--- config.mk ---
export PLATFORM = sky130hd
export DESIGN_NAME = sac_top
export DESIGN_NICKNAME = d
export VERILOG_FILES = /design/src/pkg/sac_pkg.sv /design/src/logic/sac_top.sv
export VERILOG_INCLUDE_DIRS = /design/src /design/src/pkg
export SDC_FILE = /design/constraint.sdc
export NUM_CORES = 1
export LEC_CHECK = 0
export BUFFER_PORTS_ARGS = -buffer_cell sky130_fd_sc_hd__buf_2
export CORE_ASPECT_RATIO = 1.25
export CORE_UTILIZATION = 60
export CTS_CLUSTER_DIAMETER = 200
export DETAILED_ROUTE_END_ITERATION = 12
export GPL_ROUTABILITY_DRIVEN = 0
export PLACE_DENSITY = 0.8
export SETUP_SLACK_MARGIN = 0.05
export SLEW_MARGIN = 20
export SYNTH_ARGS = -nofsm -noshare
export SYNTH_HDL_FRONTEND = slang
export SYNTH_SLANG_ARGS = --single-unit
--- constraint.sdc ---
create_clock -name clk_sys -period 14.6 [get_ports clk_sys]
set_input_delay 4.38 -clock clk_sys [delete_from_list [all_inputs] [get_ports clk_sys]]
set_output_delay 4.38 -clock clk_sys [all_outputs]
set_load 0.05 [all_outputs]
--- src/pkg/sac_cfg.svh ---
`ifndef SAC_CFG_SVH
`define SAC_CFG_SVH

// ----------------------------------------
// Clock and time base
// ----------------------------------------
`define SAC_CLK_NS 10
`define SAC_MS_NS 1000000
`define SAC_SEC_MS 1000

// ----------------------------------------
// Times in milliseconds
// ----------------------------------------
`define SAC_FLASH_MS 10
`define SAC_IO_FILT_MS 336
`define SAC_DISCH_MS 1300
`define SAC_HUSH_MS 540000
`define SAC_HUSH_PER_MS 10000
`define SAC_ALM_PER_MS 500
`define SAC_GROUP_MS 43000
`define SAC_MEM_GAP_MS 1300
`define SAC_CHIRP_PER_MS 250
`define SAC_EOL_OFS_MS 20000
`define SAC_EOL_GAP_MS 330

// ----------------------------------------
// Times in seconds and counts
// ----------------------------------------
`define SAC_MEM_SHOW_S 86400
`define SAC_AGE_STEP_S 1209600
`define SAC_DRIFT_SPAN_S 43200
`define SAC_DRIFT_N 64
`define SAC_AGE_LIMIT 260

// ----------------------------------------
// Register map
// ----------------------------------------
`define SAC_REG_CTRL 8'h00
`define SAC_REG_LIMITS 8'h04
`define SAC_REG_CALBASE 8'h08
`define SAC_REG_STATUS 8'h0C
`define SAC_REG_ADJLIM 8'h10
`define SAC_CTRL_EOL 0
`define SAC_CTRL_DRIFT 1
`define SAC_CTRL_HCAN 2
`define SAC_CTRL_RST 3'h0
`define SAC_LIMITS_RST 32'h1030_1820
`define SAC_CALBASE_RST 6'h10

`endif

--- src/pkg/sac_pkg.sv ---
package sac_pkg;

    typedef enum logic [2:0] {
        SAC_STANDBY = 3'b001,
        SAC_LOCAL = 3'b010,
        SAC_REMOTE = 3'b100
    } sac_alarm_t;

    typedef enum logic [2:0] {
        AGE_IDLE = 3'b001,
        AGE_READ = 3'b010,
        AGE_WRITE = 3'b100
    } sac_age_t;

    typedef struct packed {
        logic [1:0] padC;
        logic [5:0] cht;
        logic [1:0] padH;
        logic [5:0] hush;
        logic [1:0] padY;
        logic [5:0] hyst;
        logic [1:0] padN;
        logic [5:0] norm;
    } sac_limits_t;

    typedef struct packed {
        logic req;
        logic write;
        logic [8:0] data;
    } sac_nv_cmd_t;

endpackage
--- src/logic/sac_top.sv ---
`timescale 1ns/1ps
`include "sac_cfg.svh"
// Functional notes
// Local alarm drives interconnect high at once via current source.
// Interconnect input ignored while in local alarm.
// After local alarm ends, pull-down discharge on for 1.3 s.
// Filtered remote high enters remote alarm: horn on, red off.
// Remote high accepted after 336 ms filter; sender holds long enough.
// Test during local alarm leaves alarm at once, horn silenced.
// Test release starts nine-minute hush using hush limit.
// Hush flashes red 10 ms every 10 s.
// Cancel option ends hush on smoke, remote alarm, or test.
// Memory latch set when local alarm ends.
// Latched memory flashes three 10 ms, 1.3 s apart, every 43 s.
// Memory flashing stops after 24 hours; latch stays set.
// Test held with latch set chirps horn 10 ms every 250 ms.
// Press and release of test clears a set memory latch.
// Low battery suppresses memory flash pattern.
// Every 14 days with option, read, increment, store age count.
// Age at ten years gives three 10 ms pulses 330 ms apart per 43 s.
// End-of-life pulses sit 20 s from low battery warning slot.
// Drift option averages 64 clean samples over 12 hours.
// Drift is average minus calibration base; all four limits offset.
// Drift sampling paused during hush, local or remote alarm.
// Measurements and limits are 6-bit codes, 1/63 of full scale.
// Three consecutive smoke hits enter local alarm, horn, interconnect.
// Hush end restores normal limit and stops hush flashes.
module sac_top
    import sac_pkg::*;
#(
    parameter logic [16:0] TICK_CYC = 17'(`SAC_MS_NS / `SAC_CLK_NS),
    parameter logic [19:0] HUSH_MS = 20'(`SAC_HUSH_MS),
    parameter logic [15:0] GROUP_MS = 16'(`SAC_GROUP_MS),
    parameter logic [16:0] MEM_SHOW_S = 17'(`SAC_MEM_SHOW_S),
    parameter logic [20:0] AGE_STEP_S = 21'(`SAC_AGE_STEP_S),
    parameter logic [15:0] DRIFT_SPAN_S = 16'(`SAC_DRIFT_SPAN_S)
)
(
    // Clock and reset
    input wire logic clk_sys,
    input wire logic rst,
    // AXI4-Lite slave
    input wire logic [7:0] s_axi_awaddr,
    input wire logic s_axi_awvalid,
    output logic s_axi_awready,
    input wire logic [31:0] s_axi_wdata,
    input wire logic [3:0] s_axi_wstrb,
    input wire logic s_axi_wvalid,
    output logic s_axi_wready,
    output logic [1:0] s_axi_bresp,
    output logic s_axi_bvalid,
    input wire logic s_axi_bready,
    input wire logic [7:0] s_axi_araddr,
    input wire logic s_axi_arvalid,
    output logic s_axi_arready,
    output logic [31:0] s_axi_rdata,
    output logic [1:0] s_axi_rresp,
    output logic s_axi_rvalid,
    input wire logic s_axi_rready,
    // Detector inputs
    input wire logic testIn,
    input wire logic lowBatt,
    input wire logic measValid,
    input wire logic [5:0] measCode,
    // Interconnect pin
    input wire logic ioIn,
    output logic ioOut,
    output logic ioOeN,
    output logic ioDischarge,
    // Indicators and horn
    output logic hornOn,
    output logic redIndicator,
    output logic memIndicator,
    // Nonvolatile store
    output sac_nv_cmd_t nvCmd,
    input wire logic nvAck,
    input wire logic [8:0] nvRdata
);

    function automatic logic inWin(input logic [15:0] ph, input logic [15:0] start);
        return (ph >= start) && (ph < start + 16'(`SAC_FLASH_MS));
    endfunction

    function automatic logic [5:0] adjLim(input logic [5:0] lim, input logic [6:0] d);
        logic [7:0] t;
        t = {2'b00, lim} + {d[6], d};
        if (t[7])
            return 6'h00;
        else if (t > 8'h3F)
            return 6'h3F;
        return t[5:0];
    endfunction

    function automatic logic [31:0] strbMerge(input logic [31:0] old, input logic [31:0] nw,
        input logic [3:0] strb);
        logic [31:0] r;
        r = old;
        for (int i = 0; i < 4; i++)
            if (strb[i])
                r[i*8 +: 8] = nw[i*8 +: 8];
        return r;
    endfunction

    // ----------------------------------------
    // Millisecond and second ticks
    // ----------------------------------------
    logic [16:0] preCnt;
    logic [9:0] msCnt;
    wire msTick = (preCnt == TICK_CYC - 17'h1);
    wire secTick = msTick && (msCnt == 10'(`SAC_SEC_MS - 1));

    always_ff @(posedge clk_sys or posedge rst)
    begin
        if (rst)
        begin
            preCnt <= 17'h0;
            msCnt <= 10'h0;
        end
        else
        begin
            preCnt <= msTick ? 17'h0 : preCnt + 17'h1;
            if (msTick)
                msCnt <= secTick ? 10'h0 : msCnt + 10'h1;
        end
    end

    // ----------------------------------------
    // Registers
    // ----------------------------------------
    logic [2:0] ctrl;
    logic [31:0] limWord;
    logic [5:0] calBase;
    sac_alarm_t state;
    sac_alarm_t next_state;
    logic hush;
    logic memLatch;
    logic remoteOk;
    logic [8:0] ageCount;
    logic [6:0] drift;
    logic memExpired;

    wire eolEn = ctrl[`SAC_CTRL_EOL];
    wire driftEn = ctrl[`SAC_CTRL_DRIFT];
    wire hushCancelOpt = ctrl[`SAC_CTRL_HCAN];
    wire sac_limits_t rawLim = limWord;
    wire [6:0] useDrift = driftEn ? drift : 7'h0;
    sac_limits_t lim;

    always_comb
    begin
        lim = '0;
        lim.norm = adjLim(rawLim.norm, useDrift);
        lim.hyst = adjLim(rawLim.hyst, useDrift);
        lim.hush = adjLim(rawLim.hush, useDrift);
        lim.cht = adjLim(rawLim.cht, useDrift);
    end

    // ----------------------------------------
    // Detection and alarm state
    // ----------------------------------------
    logic testPrev;
    logic [1:0] hitCnt;
    logic [1:0] clrCnt;
    logic testQuit;
    wire testRise = testIn && !testPrev;
    wire testFall = !testIn && testPrev;
    wire isLocal = (state == SAC_LOCAL);
    wire [5:0] selLim = isLocal ? lim.hyst : testIn ? lim.cht : hush ? lim.hush : lim.norm;
    wire smokeHit = measValid && (measCode > selLim);
    wire noSmoke = measValid && !smokeHit;
    wire enterLocal = smokeHit && (hitCnt == 2'h2) && !isLocal && !testQuit;
    wire localExit = isLocal && (next_state != SAC_LOCAL);

    always_comb
    begin
        next_state = state;
        case (state)
            SAC_STANDBY:
                if (enterLocal)
                    next_state = SAC_LOCAL;
                else if (remoteOk)
                    next_state = SAC_REMOTE;
            SAC_LOCAL:
                if (testRise)
                    next_state = SAC_STANDBY;
                else if (noSmoke && clrCnt == 2'h2)
                    next_state = SAC_STANDBY;
            SAC_REMOTE:
                if (enterLocal)
                    next_state = SAC_LOCAL;
                else if (!remoteOk)
                    next_state = SAC_STANDBY;
            default:
                next_state = SAC_STANDBY;
        endcase
    end

    always_ff @(posedge clk_sys or posedge rst)
    begin
        if (rst)
        begin
            state <= SAC_STANDBY;
            testPrev <= 1'b0;
            hitCnt <= 2'h0;
            clrCnt <= 2'h0;
            testQuit <= 1'b0;
        end
        else
        begin
            state <= next_state;
            testPrev <= testIn;
            if (next_state != state || noSmoke)
                hitCnt <= 2'h0;
            else if (smokeHit && hitCnt != 2'h3)
                hitCnt <= hitCnt + 2'h1;
            if (next_state != state || smokeHit)
                clrCnt <= 2'h0;
            else if (noSmoke && clrCnt != 2'h3)
                clrCnt <= clrCnt + 2'h1;
            if (isLocal && testRise)
                testQuit <= 1'b1;
            else if (testFall)
                testQuit <= 1'b0;
        end
    end

    // ----------------------------------------
    // Interconnect filter and discharge
    // ----------------------------------------
    logic [8:0] filtCnt;
    logic [10:0] dischCnt;

    always_ff @(posedge clk_sys or posedge rst)
    begin
        if (rst)
        begin
            filtCnt <= 9'h0;
            remoteOk <= 1'b0;
            dischCnt <= 11'h0;
        end
        else
        begin
            // Up/down count lets pulsed senders with majority duty pass
            if (isLocal)
                filtCnt <= 9'h0;
            else if (msTick && ioIn && filtCnt != 9'(`SAC_IO_FILT_MS))
                filtCnt <= filtCnt + 9'h1;
            else if (msTick && !ioIn && filtCnt != 9'h0)
                filtCnt <= filtCnt - 9'h1;
            if (isLocal || filtCnt == 9'h0)
                remoteOk <= 1'b0;
            else if (filtCnt == 9'(`SAC_IO_FILT_MS))
                remoteOk <= 1'b1;
            if (localExit)
                dischCnt <= 11'(`SAC_DISCH_MS);
            else if (msTick && dischCnt != 11'h0)
                dischCnt <= dischCnt - 11'h1;
        end
    end

    // ----------------------------------------
    // Hush
    // ----------------------------------------
    logic [19:0] hushCnt;
    logic [13:0] hushPh;
    logic skipHush;
    wire hushCancel = hushCancelOpt && hush && (smokeHit || remoteOk || testRise);

    always_ff @(posedge clk_sys or posedge rst)
    begin
        if (rst)
        begin
            hush <= 1'b0;
            hushCnt <= 20'h0;
            hushPh <= 14'h0;
            skipHush <= 1'b0;
        end
        else
        begin
            if (hushCancel && testRise)
                skipHush <= 1'b1;
            else if (testFall)
                skipHush <= 1'b0;
            if (testFall && !skipHush)
            begin
                hush <= 1'b1;
                hushCnt <= HUSH_MS;
                hushPh <= 14'h0;
            end
            else if (hushCancel || (hush && msTick && hushCnt == 20'h1))
                hush <= 1'b0;
            else if (hush && msTick)
            begin
                hushCnt <= hushCnt - 20'h1;
                hushPh <= (hushPh == 14'(`SAC_HUSH_PER_MS - 1)) ? 14'h0 : hushPh + 14'h1;
            end
        end
    end

    // ----------------------------------------
    // Alarm memory
    // ----------------------------------------
    logic memArmed;
    logic [16:0] memSec;

    always_ff @(posedge clk_sys or posedge rst)
    begin
        if (rst)
        begin
            memLatch <= 1'b0;
            memArmed <= 1'b0;
            memSec <= 17'h0;
            memExpired <= 1'b0;
        end
        else
        begin
            if (testRise)
                memArmed <= memLatch;
            if (localExit)
            begin
                memLatch <= 1'b1;
                memSec <= 17'h0;
                memExpired <= 1'b0;
            end
            else if (testFall && memArmed)
                memLatch <= 1'b0;
            else if (memLatch && secTick && !memExpired)
            begin
                memSec <= memSec + 17'h1;
                memExpired <= (memSec == MEM_SHOW_S - 17'h1);
            end
        end
    end

    // ----------------------------------------
    // Pattern phases
    // ----------------------------------------
    logic [15:0] grpPh;
    logic [7:0] chirpPh;
    logic [8:0] almPh;

    always_ff @(posedge clk_sys or posedge rst)
    begin
        if (rst)
        begin
            grpPh <= 16'h0;
            chirpPh <= 8'h0;
            almPh <= 9'h0;
        end
        else
        begin
            if (msTick)
                grpPh <= (grpPh == GROUP_MS - 16'h1) ? 16'h0 : grpPh + 16'h1;
            if (testRise)
                chirpPh <= 8'h0;
            else if (msTick)
                chirpPh <= (chirpPh == 8'(`SAC_CHIRP_PER_MS - 1)) ? 8'h0 : chirpPh + 8'h1;
            if (msTick)
                almPh <= (almPh == 9'(`SAC_ALM_PER_MS - 1)) ? 9'h0 : almPh + 9'h1;
        end
    end

    wire memShow = memLatch && !memExpired && !lowBatt;
    wire memFlash = memShow && (inWin(grpPh, 16'h0)
        || inWin(grpPh, 16'(`SAC_MEM_GAP_MS)) || inWin(grpPh, 16'(2 * `SAC_MEM_GAP_MS)));
    wire eolWarn = (ageCount >= 9'(`SAC_AGE_LIMIT));
    wire eolPulse = eolWarn && (inWin(grpPh, 16'(`SAC_EOL_OFS_MS))
        || inWin(grpPh, 16'(`SAC_EOL_OFS_MS + `SAC_EOL_GAP_MS))
        || inWin(grpPh, 16'(`SAC_EOL_OFS_MS + 2 * `SAC_EOL_GAP_MS)));
    wire chirp = testIn && memLatch && inWin({8'h0, chirpPh}, 16'h0);
    wire inAlarm = (state == SAC_LOCAL) || (state == SAC_REMOTE);
    wire next_horn = inAlarm || chirp || eolPulse;
    wire next_red = isLocal ? inWin({7'h0, almPh}, 16'h0)
        : (state == SAC_REMOTE) ? 1'b0
        : hush && inWin({2'h0, hushPh}, 16'h0);

    // ----------------------------------------
    // Pin outputs
    // ----------------------------------------
    always_ff @(posedge clk_sys or posedge rst)
    begin
        if (rst)
        begin
            hornOn <= 1'b0;
            redIndicator <= 1'b0;
            memIndicator <= 1'b0;
            ioOut <= 1'b0;
            ioOeN <= 1'b1;
            ioDischarge <= 1'b0;
        end
        else
        begin
            hornOn <= next_horn;
            redIndicator <= next_red;
            memIndicator <= memFlash;
            ioOut <= (next_state == SAC_LOCAL);
            ioOeN <= (next_state != SAC_LOCAL);
            ioDischarge <= localExit || (dischCnt > 11'h1);
        end
    end

    // ----------------------------------------
    // End-of-life age count
    // ----------------------------------------
    sac_age_t ageSt;
    logic [20:0] ageSec;

    always_ff @(posedge clk_sys or posedge rst)
    begin
        if (rst)
        begin
            ageSt <= AGE_IDLE;
            ageSec <= 21'h0;
            ageCount <= 9'h0;
            nvCmd <= '0;
        end
        else
        begin
            case (ageSt)
                AGE_IDLE:
                    if (eolEn && secTick)
                    begin
                        ageSec <= (ageSec == AGE_STEP_S - 21'h1) ? 21'h0 : ageSec + 21'h1;
                        if (ageSec == AGE_STEP_S - 21'h1)
                        begin
                            ageSt <= AGE_READ;
                            nvCmd <= '{req: 1'b1, write: 1'b0, data: 9'h0};
                        end
                    end
                AGE_READ:
                    if (nvAck)
                    begin
                        ageCount <= nvRdata + 9'h1;
                        ageSt <= AGE_WRITE;
                        nvCmd <= '{req: 1'b1, write: 1'b1, data: nvRdata + 9'h1};
                    end
                AGE_WRITE:
                    if (nvAck)
                    begin
                        ageSt <= AGE_IDLE;
                        nvCmd <= '0;
                    end
                default:
                    ageSt <= AGE_IDLE;
            endcase
        end
    end

    // ----------------------------------------
    // Long term drift
    // ----------------------------------------
    logic [15:0] driftSec;
    logic sampleWant;
    logic [11:0] sampSum;
    logic [5:0] sampN;
    wire driftPause = hush || state != SAC_STANDBY;
    wire [15:0] sampGap = DRIFT_SPAN_S / 16'(`SAC_DRIFT_N);
    wire takeSample = sampleWant && noSmoke && !testIn && !driftPause;
    wire [11:0] sumNext = sampSum + {6'h0, measCode};

    always_ff @(posedge clk_sys or posedge rst)
    begin
        if (rst)
        begin
            driftSec <= 16'h0;
            sampleWant <= 1'b0;
            sampSum <= 12'h0;
            sampN <= 6'h0;
            drift <= 7'h0;
        end
        else
        begin
            // Clear first so a new sample request in the same cycle wins
            if (takeSample)
                sampleWant <= 1'b0;
            if (driftEn && !driftPause && secTick)
            begin
                driftSec <= (driftSec == sampGap - 16'h1) ? 16'h0 : driftSec + 16'h1;
                if (driftSec == sampGap - 16'h1)
                    sampleWant <= 1'b1;
            end
            if (takeSample)
            begin
                sampN <= sampN + 6'h1;
                sampSum <= (sampN == 6'h3F) ? 12'h0 : sumNext;
                if (sampN == 6'h3F)
                    drift <= {1'b0, sumNext[11:6]} - {1'b0, calBase};
            end
        end
    end

    // ----------------------------------------
    // AXI4-Lite slave
    // ----------------------------------------
    wire wrGo = s_axi_awvalid && s_axi_wvalid && !s_axi_awready && !s_axi_bvalid;
    wire rdGo = s_axi_arvalid && !s_axi_arready && !s_axi_rvalid;
    wire wrDo = s_axi_awready;
    wire [7:0] wA = s_axi_awaddr;
    wire wrHit = (wA == `SAC_REG_CTRL) || (wA == `SAC_REG_LIMITS)
        || (wA == `SAC_REG_CALBASE);
    wire [31:0] ctrlWord = strbMerge({29'h0, ctrl}, s_axi_wdata, s_axi_wstrb);
    wire [31:0] calWord = strbMerge({26'h0, calBase}, s_axi_wdata, s_axi_wstrb);
    wire [31:0] statWord = {7'h0, ageCount, 1'b0, drift, remoteOk, memShow,
        eolWarn, memLatch, hush, state};
    wire [7:0] rA = s_axi_araddr;
    wire wrHitR = (rA == `SAC_REG_CTRL) || (rA == `SAC_REG_LIMITS)
        || (rA == `SAC_REG_CALBASE);
    wire rdHit = wrHitR || (rA == `SAC_REG_STATUS) || (rA == `SAC_REG_ADJLIM);
    wire [31:0] rdMux = (rA == `SAC_REG_CTRL) ? {29'h0, ctrl}
        : (rA == `SAC_REG_LIMITS) ? limWord
        : (rA == `SAC_REG_CALBASE) ? {26'h0, calBase}
        : (rA == `SAC_REG_STATUS) ? statWord
        : (rA == `SAC_REG_ADJLIM) ? 32'(lim) : 32'h0;

    always_ff @(posedge clk_sys or posedge rst)
    begin
        if (rst)
        begin
            ctrl <= `SAC_CTRL_RST;
            limWord <= `SAC_LIMITS_RST;
            calBase <= `SAC_CALBASE_RST;
        end
        else if (wrDo)
        begin
            if (wA == `SAC_REG_CTRL)
                ctrl <= ctrlWord[2:0];
            if (wA == `SAC_REG_LIMITS)
                limWord <= strbMerge(limWord, s_axi_wdata, s_axi_wstrb) & 32'h3F3F_3F3F;
            if (wA == `SAC_REG_CALBASE)
                calBase <= calWord[5:0];
        end
    end

    always_ff @(posedge clk_sys or posedge rst)
    begin
        if (rst)
        begin
            s_axi_awready <= 1'b0;
            s_axi_wready <= 1'b0;
            s_axi_bvalid <= 1'b0;
            s_axi_bresp <= 2'h0;
            s_axi_arready <= 1'b0;
            s_axi_rvalid <= 1'b0;
            s_axi_rresp <= 2'h0;
            s_axi_rdata <= 32'h0;
        end
        else
        begin
            s_axi_awready <= wrGo;
            s_axi_wready <= wrGo;
            if (wrDo)
            begin
                s_axi_bvalid <= 1'b1;
                s_axi_bresp <= wrHit ? 2'h0 : 2'h2;
            end
            else if (s_axi_bready)
                s_axi_bvalid <= 1'b0;
            s_axi_arready <= rdGo;
            if (s_axi_arready)
            begin
                s_axi_rvalid <= 1'b1;
                s_axi_rdata <= rdMux;
                s_axi_rresp <= rdHit ? 2'h0 : 2'h2;
            end
            else if (s_axi_rready)
                s_axi_rvalid <= 1'b0;
        end
    end

endmodule

# After elaboration in Yosys (flattened, before gate mapping)
# Index checks and enable logic that the tools add are counted.
[totals]
ff_bits = 311
latchBits = 0
mem_bits_rw = 0
romBits = 0
output_inout_bits = 58
wordCells = 352
memories = 0
[classes]
addsub = 23
mul = 0
div = 0
order_cmp = 22
eq_ne = 39
shift = 0
mux = 98
n_bitwise = 0
reduce_logical = 119
[ops]
columns = ["op", "n"]
rows = [
  ["$mux 30", 5],
  ["$mux 6", 15],
  ["$mux 17", 4],
  ["$mux 11", 6],
  ["$mux 20", 3],
  ["$mux 14", 4],
  ["$logic_and 1x1->1", 51],
  ["$ge 16x15->1 const B", 3],
  ["$lt 16x15->1 const B", 3],
  ["$mux 9", 4],
  ["$add 17x1->17 const B", 2],
  ["$eq 17x17->1 const B", 2],
  ["$pmux 11 s3", 1],
  ["$add 16x1->16 const B", 2],
  ["$add 7x7->8", 4],
  ["$gt 8x6->1 const B", 4],
  ["$mux 16", 2],
  ["$mux 3", 10],
  ["$mux 1", 29],
  ["$add 9x1->9 const B", 3],
  ["$reduce_bool 2->1", 13],
  ["$eq 8x4->1 const B", 3],
  ["$mux 8", 3],
  ["$add 21x1->21 const B", 1],
  ["other kinds (59)", 124],
]

# Depth between registers and ports, before layout
[logic_depth]
word_depth = 21
mapped_depth = 26

# Worst setup path after synthesis
# Ideal clock, no wire load.
[synth_timing]
path_type = "input port to flip-flop"
from = "in testIn"
to = "reg hushCnt[15]"
arrival_ps = 7217
required_ps = 14523
slack_ps = 7306
path_stages = 14
cell_sequence = "or3_1 clkbuf_1 o21ai_0 o22ai_1 ha_1 a21o_1 a21oi_1 o221ai_1 a31o_2 a211oi_2 buf_2 nand3_1 or3_1 a21oi_1"
[synth_via]
elab_chain_cells = 10
elab_cells_between_ends = 16
classes_between = "1 x order compare; 1 x eq/ne; 3 x mux; 11 x reduce/logical"
[synth_lines]
columns = ["item", "line_no", "source"]
rows = [
  ["start: declaration", "sac_top.sv:61", "input wire logic testIn,"],
  ["$mux 6 (2 in series)", "sac_top.sv:168", "wire [5:0] selLim = isLocal ? lim.hyst : testIn ? lim.cht : hush ? lim.hush : lim.norm;"],
  ["$gt 6x6->1", "sac_top.sv:169", "wire smokeHit = measValid && (measCode > selLim);"],
  ["$logic_and 1x1->1", "sac_top.sv:169", ""],
  ["$logic_or 1x1->1 (2 in series)", "sac_top.sv:267", "wire hushCancel = hushCancelOpt && hush && (smokeHit || remoteOk || testRise);"],
  ["$logic_and 1x1->1", "sac_top.sv:267", ""],
  ["$logic_or 1x1->1", "sac_top.sv:290", "else if (hushCancel || (hush && msTick && hushCnt == 20'h1))"],
  ["$ne 2x2->1 (no source line)", "-", ""],
  ["$reduce_and 2->1 (no source line)", "-", ""],
  ["end signal: assignment", "sac_top.sv:294", "hushCnt <= hushCnt - 20'h1;"],
  ["end: declaration", "sac_top.sv:264", "logic [19:0] hushCnt;"],
]
# Parallel ways exist; a longest one is shown, timed or not.
# A chain may end at the register's enable or synchronous reset.

# Final worst setup path
[layout_timing]
from = "in testIn"
to = "reg hushCnt[6]"
# Same word-level chain as after synthesis.

==> flow_metrics.py <==
metrics = {
    "power_and_ir_drop": {
        "p_per_area_nw_per_um2": 110.1,
        "irDropWorstVdd_v": 0.00009388,
        "p_leak_nw": 8.862,
    },
    "worst_setup_path": {
        "reg2reg_to": "hushCnt[6]",
        "setup.worst_path.start_class": "input pin",
        "reg2reg_slack_ns": 8.11,
        "cp_max_fo": 31,
        "rr_startpoint": "drift[1]",
        "cp-end-kind": "flip-flop",
        "arrival_ns": 7.99,
        "r2r_cells": 21,
        "cp.required_ns": 15.04,
        "critPathKind": "input pin to flip-flop",
    },
    "placement": {
        "port_buffers": 123,
        "hpwlAfterDp_mm": 29.61,
    },
    "logic_synthesis": {
        "synth_edf_count": 0,
        "synthArstFlopShare_pct": 100.0,
        "ys_seq_elements": 306,
        "avgSynthCellArea_um2": 9.314,
        "ys_types": 84,
        "syn_inst": 1857,
        "dominantRegCellSynth": "dfrtp_1",
        "synth-seq-area-share_pct": 44.35,
        "syn-cell-area_um2": 17300,
        "ys_warn_count": 0,
    },
    "clocking": {
        "clk_pin_slew_ns": 0.07,
        "cts.sinks": 306,
        "cts_max_level": 1,
        "clock_tree.root_cell": "clkbuf_16",
        "tritoncts": "done",
        "numCtsBuffers": 31,
        "postCtsSetupBuffers": 0,
        "cts_buffer_depth": 3,
        "clk_latency_ns": 0.57,
        "cts_resized": 0,
        "hold_buffers": 0,
    },
    "global_route": {
        "grt_pass1_vias": 14220,
        "antenna_found_initial": 1,
        "grt.overflow.total": 0,
        "grt_pass1_wl_mm": 69.53,
        "grt_max_degree": 170,
        "grt_usage_pct": 28.78,
    },
    "floorplanning": {
        "fp-row-count": 69,
        "core_area_um2": 28400,
        "dieWidth_um": 153.9,
        "start_util_pct": 60.89,
        "die_h_um": 191.8,
        "pin_count": 137,
        "dieArea_um2": 29510,
    },
    "sta": {
        "max-slew-margin-rel_pct": 25.29,
        "fmax_mhz": 132.5,
        "fin_setup_tns_ns": 0,
        "rsz0062_at_grt": "no",
        "setup_viol": 0,
        "period_minus_slack_ns": 7.547,
        "skew_ns": 0.01130,
        "tightest_slew_ns": 1.118,
        "finalHoldViolations": 0,
        "drv_slew": 0,
        "post-route-period-util_pct": 51.69,
    },
    "detailed_routing": {
        "ant_nets": 0,
        "vias": 14400,
        "drt_iter0_markers": 1009,
        "wl_per_cell_um": 18.24,
        "firstDrtPassIters": 6,
        "wl_mm": 42.23,
        "routed_via_density": 6.219,
        "drc": 0,
    },
    "final_layout": {
        "n_antenna_cell": 0,
        "area_growth_pct": 11.27,
        "final_common_cell": "dfrtp_1",
        "final_util_pct": 67.75,
        "finalNetCount": 2076,
        "drive_gt1_share_pct": 13.06,
        "final_cell_mix": "296 x dfrtp_1, 184 x nor2_1, 162 x nand2_1, 131 x o21ai_0, 123 x buf_2",
    },
    "flow_run": {
        "max_cap_violations": 0,
    },
    "worst_hold_path": {
        "min_to": "s_axi_wready",
        "min_path_type": "flip-flop to flip-flop",
        "min_from": "s_axi_bvalid",
        "holdPathStages": 1,
    },
    "status": {
        "status": "finished clean",
    },
}
==> kinds of logic (layout without fill, tap and decap cells) <==
logic type / count (synthesis) / after routing / share of synthesized area, %
AOI/OAI and AO/OA: 406 / 406 / 15.16
buffers and inverters: 161 / 260 / 3.827
xor gates and xnor gates: 161 / 161 / 8.153
DFF: 306 / 306 / 44.35
muxes: 40 / 40 / 2.575
adders and majority gates: 65 / 65 / 4.789
and+or+nand+nor: 717 / 717 / 21.12
other: 1 / 5 / 0.02168
==> how the worst max path moves through the flow <==
stage | start | to | slack (ns) | cells after the start
floorplan | rst | ageCount[0] | 1.78 | 1
global placement | testIn | hushCnt[6] | 6.60 | 14
detailed placement | testIn | hushCnt[6] | 6.52 | 14
CTS | testIn | hushCnt[6] | 7.12 | 14
global route | testIn | hushCnt[6] | 6.92 | 14
finish | testIn | hushCnt[6] | 7.05 | 14
==> routing by layer <==
layer | routed length (µm) | global-route usage, % | part of all wire [%]
met5 | 13 | 0 | 0.031
met4 | 2008 | 14.23 | 4.8
met3 | 2247 | 3.745 | 5.3
met2 | 20970 | 51.08 | 50
met1 | 16990 | 34.47 | 40
==> stage by stage <==
| step | setup WS (ns) | total power [W] | area (µm²) | hold WS [ns] | cells |
|---|---|---|---|---|---|
| after global placement | 6.599 | 0.001219 | 18080 | 0.4296 | 2257 |
| final | 7.053 | 0.002118 | 19240 | 0.4679 | 2315 |
| after global routing | 6.918 | 0.002195 | 19240 | 0.4785 | 2315 |
| after floorplan | 1.777 | 0.001150 | 17310 | 0.4448 | 1861 |
| after detailed placement | 6.522 | 0.001232 | 18080 | 0.4522 | 2257 |
| after CTS | 7.115 | 0.002128 | 19240 | 0.4600 | 2315 |
==> synthesized netlist by cell type (24+ instances only) <==
master      n  area [µm²]
dfrtp_1   296        7407
ha_1       59       738.2
nand2_1   162       608.1
nand3_1    94       470.5
clkbuf_1   60       225.2
nand4_1    40       250.2
xnor2_1    92       805.8
mux2_2     36       405.4
or3_1      24       150.1
and3_1     40       250.2
a21o_1     33       247.7
a21oi_1    67       335.3
inv_1      68       255.2
nor3_1     33       165.2
xor2_1     69       604.3
o21ai_0   131       655.6
nor2_1    185       694.4
==> area by class of cell <==
| class | instances | area (µm²) |
|---|---|---|
| Inverter | 69 | 266.5 |
| Clock buffer | 43 | 890.9 |
| Sequential cell | 306 | 7670 |
| Clock inverter | 15 | 270.3 |
| Timing Repair Buffer | 133 | 703.2 |
| Tap cell | 355 | 444.2 |
| Fill cell | 2215 | 9159 |
| Multi-Input combinational cell | 1394 | 9000 |
==> sequential cells by signal, indices dropped and copies added, names as in the netlist, 6 cells and up <==
| signal | flops |
|---|---|
| s_axi_rdata | 29 |
| limWord | 24 |
| ageSec | 21 |
| hushCnt | 20 |
| memSec | 17 |
| preCnt | 17 |
| driftSec | 16 |
| grpPh | 16 |
| hushPh | 14 |
| sampSum | 12 |
| dischCnt | 11 |
| nvCmd | 11 |
| msCnt | 10 |
| ageCount | 9 |
| almPh | 9 |
| filtCnt | 9 |
| chirpPh | 8 |
| drift | 7 |
| calBase | 6 |
| sampN | 6 |
==> worst max-delay path, stage by stage <==
cell	delay, ns
buf_2	0.18
or3_1	0.45
o21ai_0	0.19
o22ai_1	0.17
ha_1	0.37
a21o_1	0.18
a21oi_1	0.19
o221ai_1	0.23
a31o_2	0.32
a211oi_4	0.22
buf_4	0.34
nand2_1	0.15
o21ai_0	0.15
or3b_2	0.45
==> power by group <==
part	switching [W]	leakage, nW	internal (W)
logic	0.000194	4.25	0.0000920
registers	0.0000439	4.05	0.000890
clock network	0.000347	0.568	0.000551
total	0.000585	8.86	0.00153
Power figures use the tool's default switching activity.
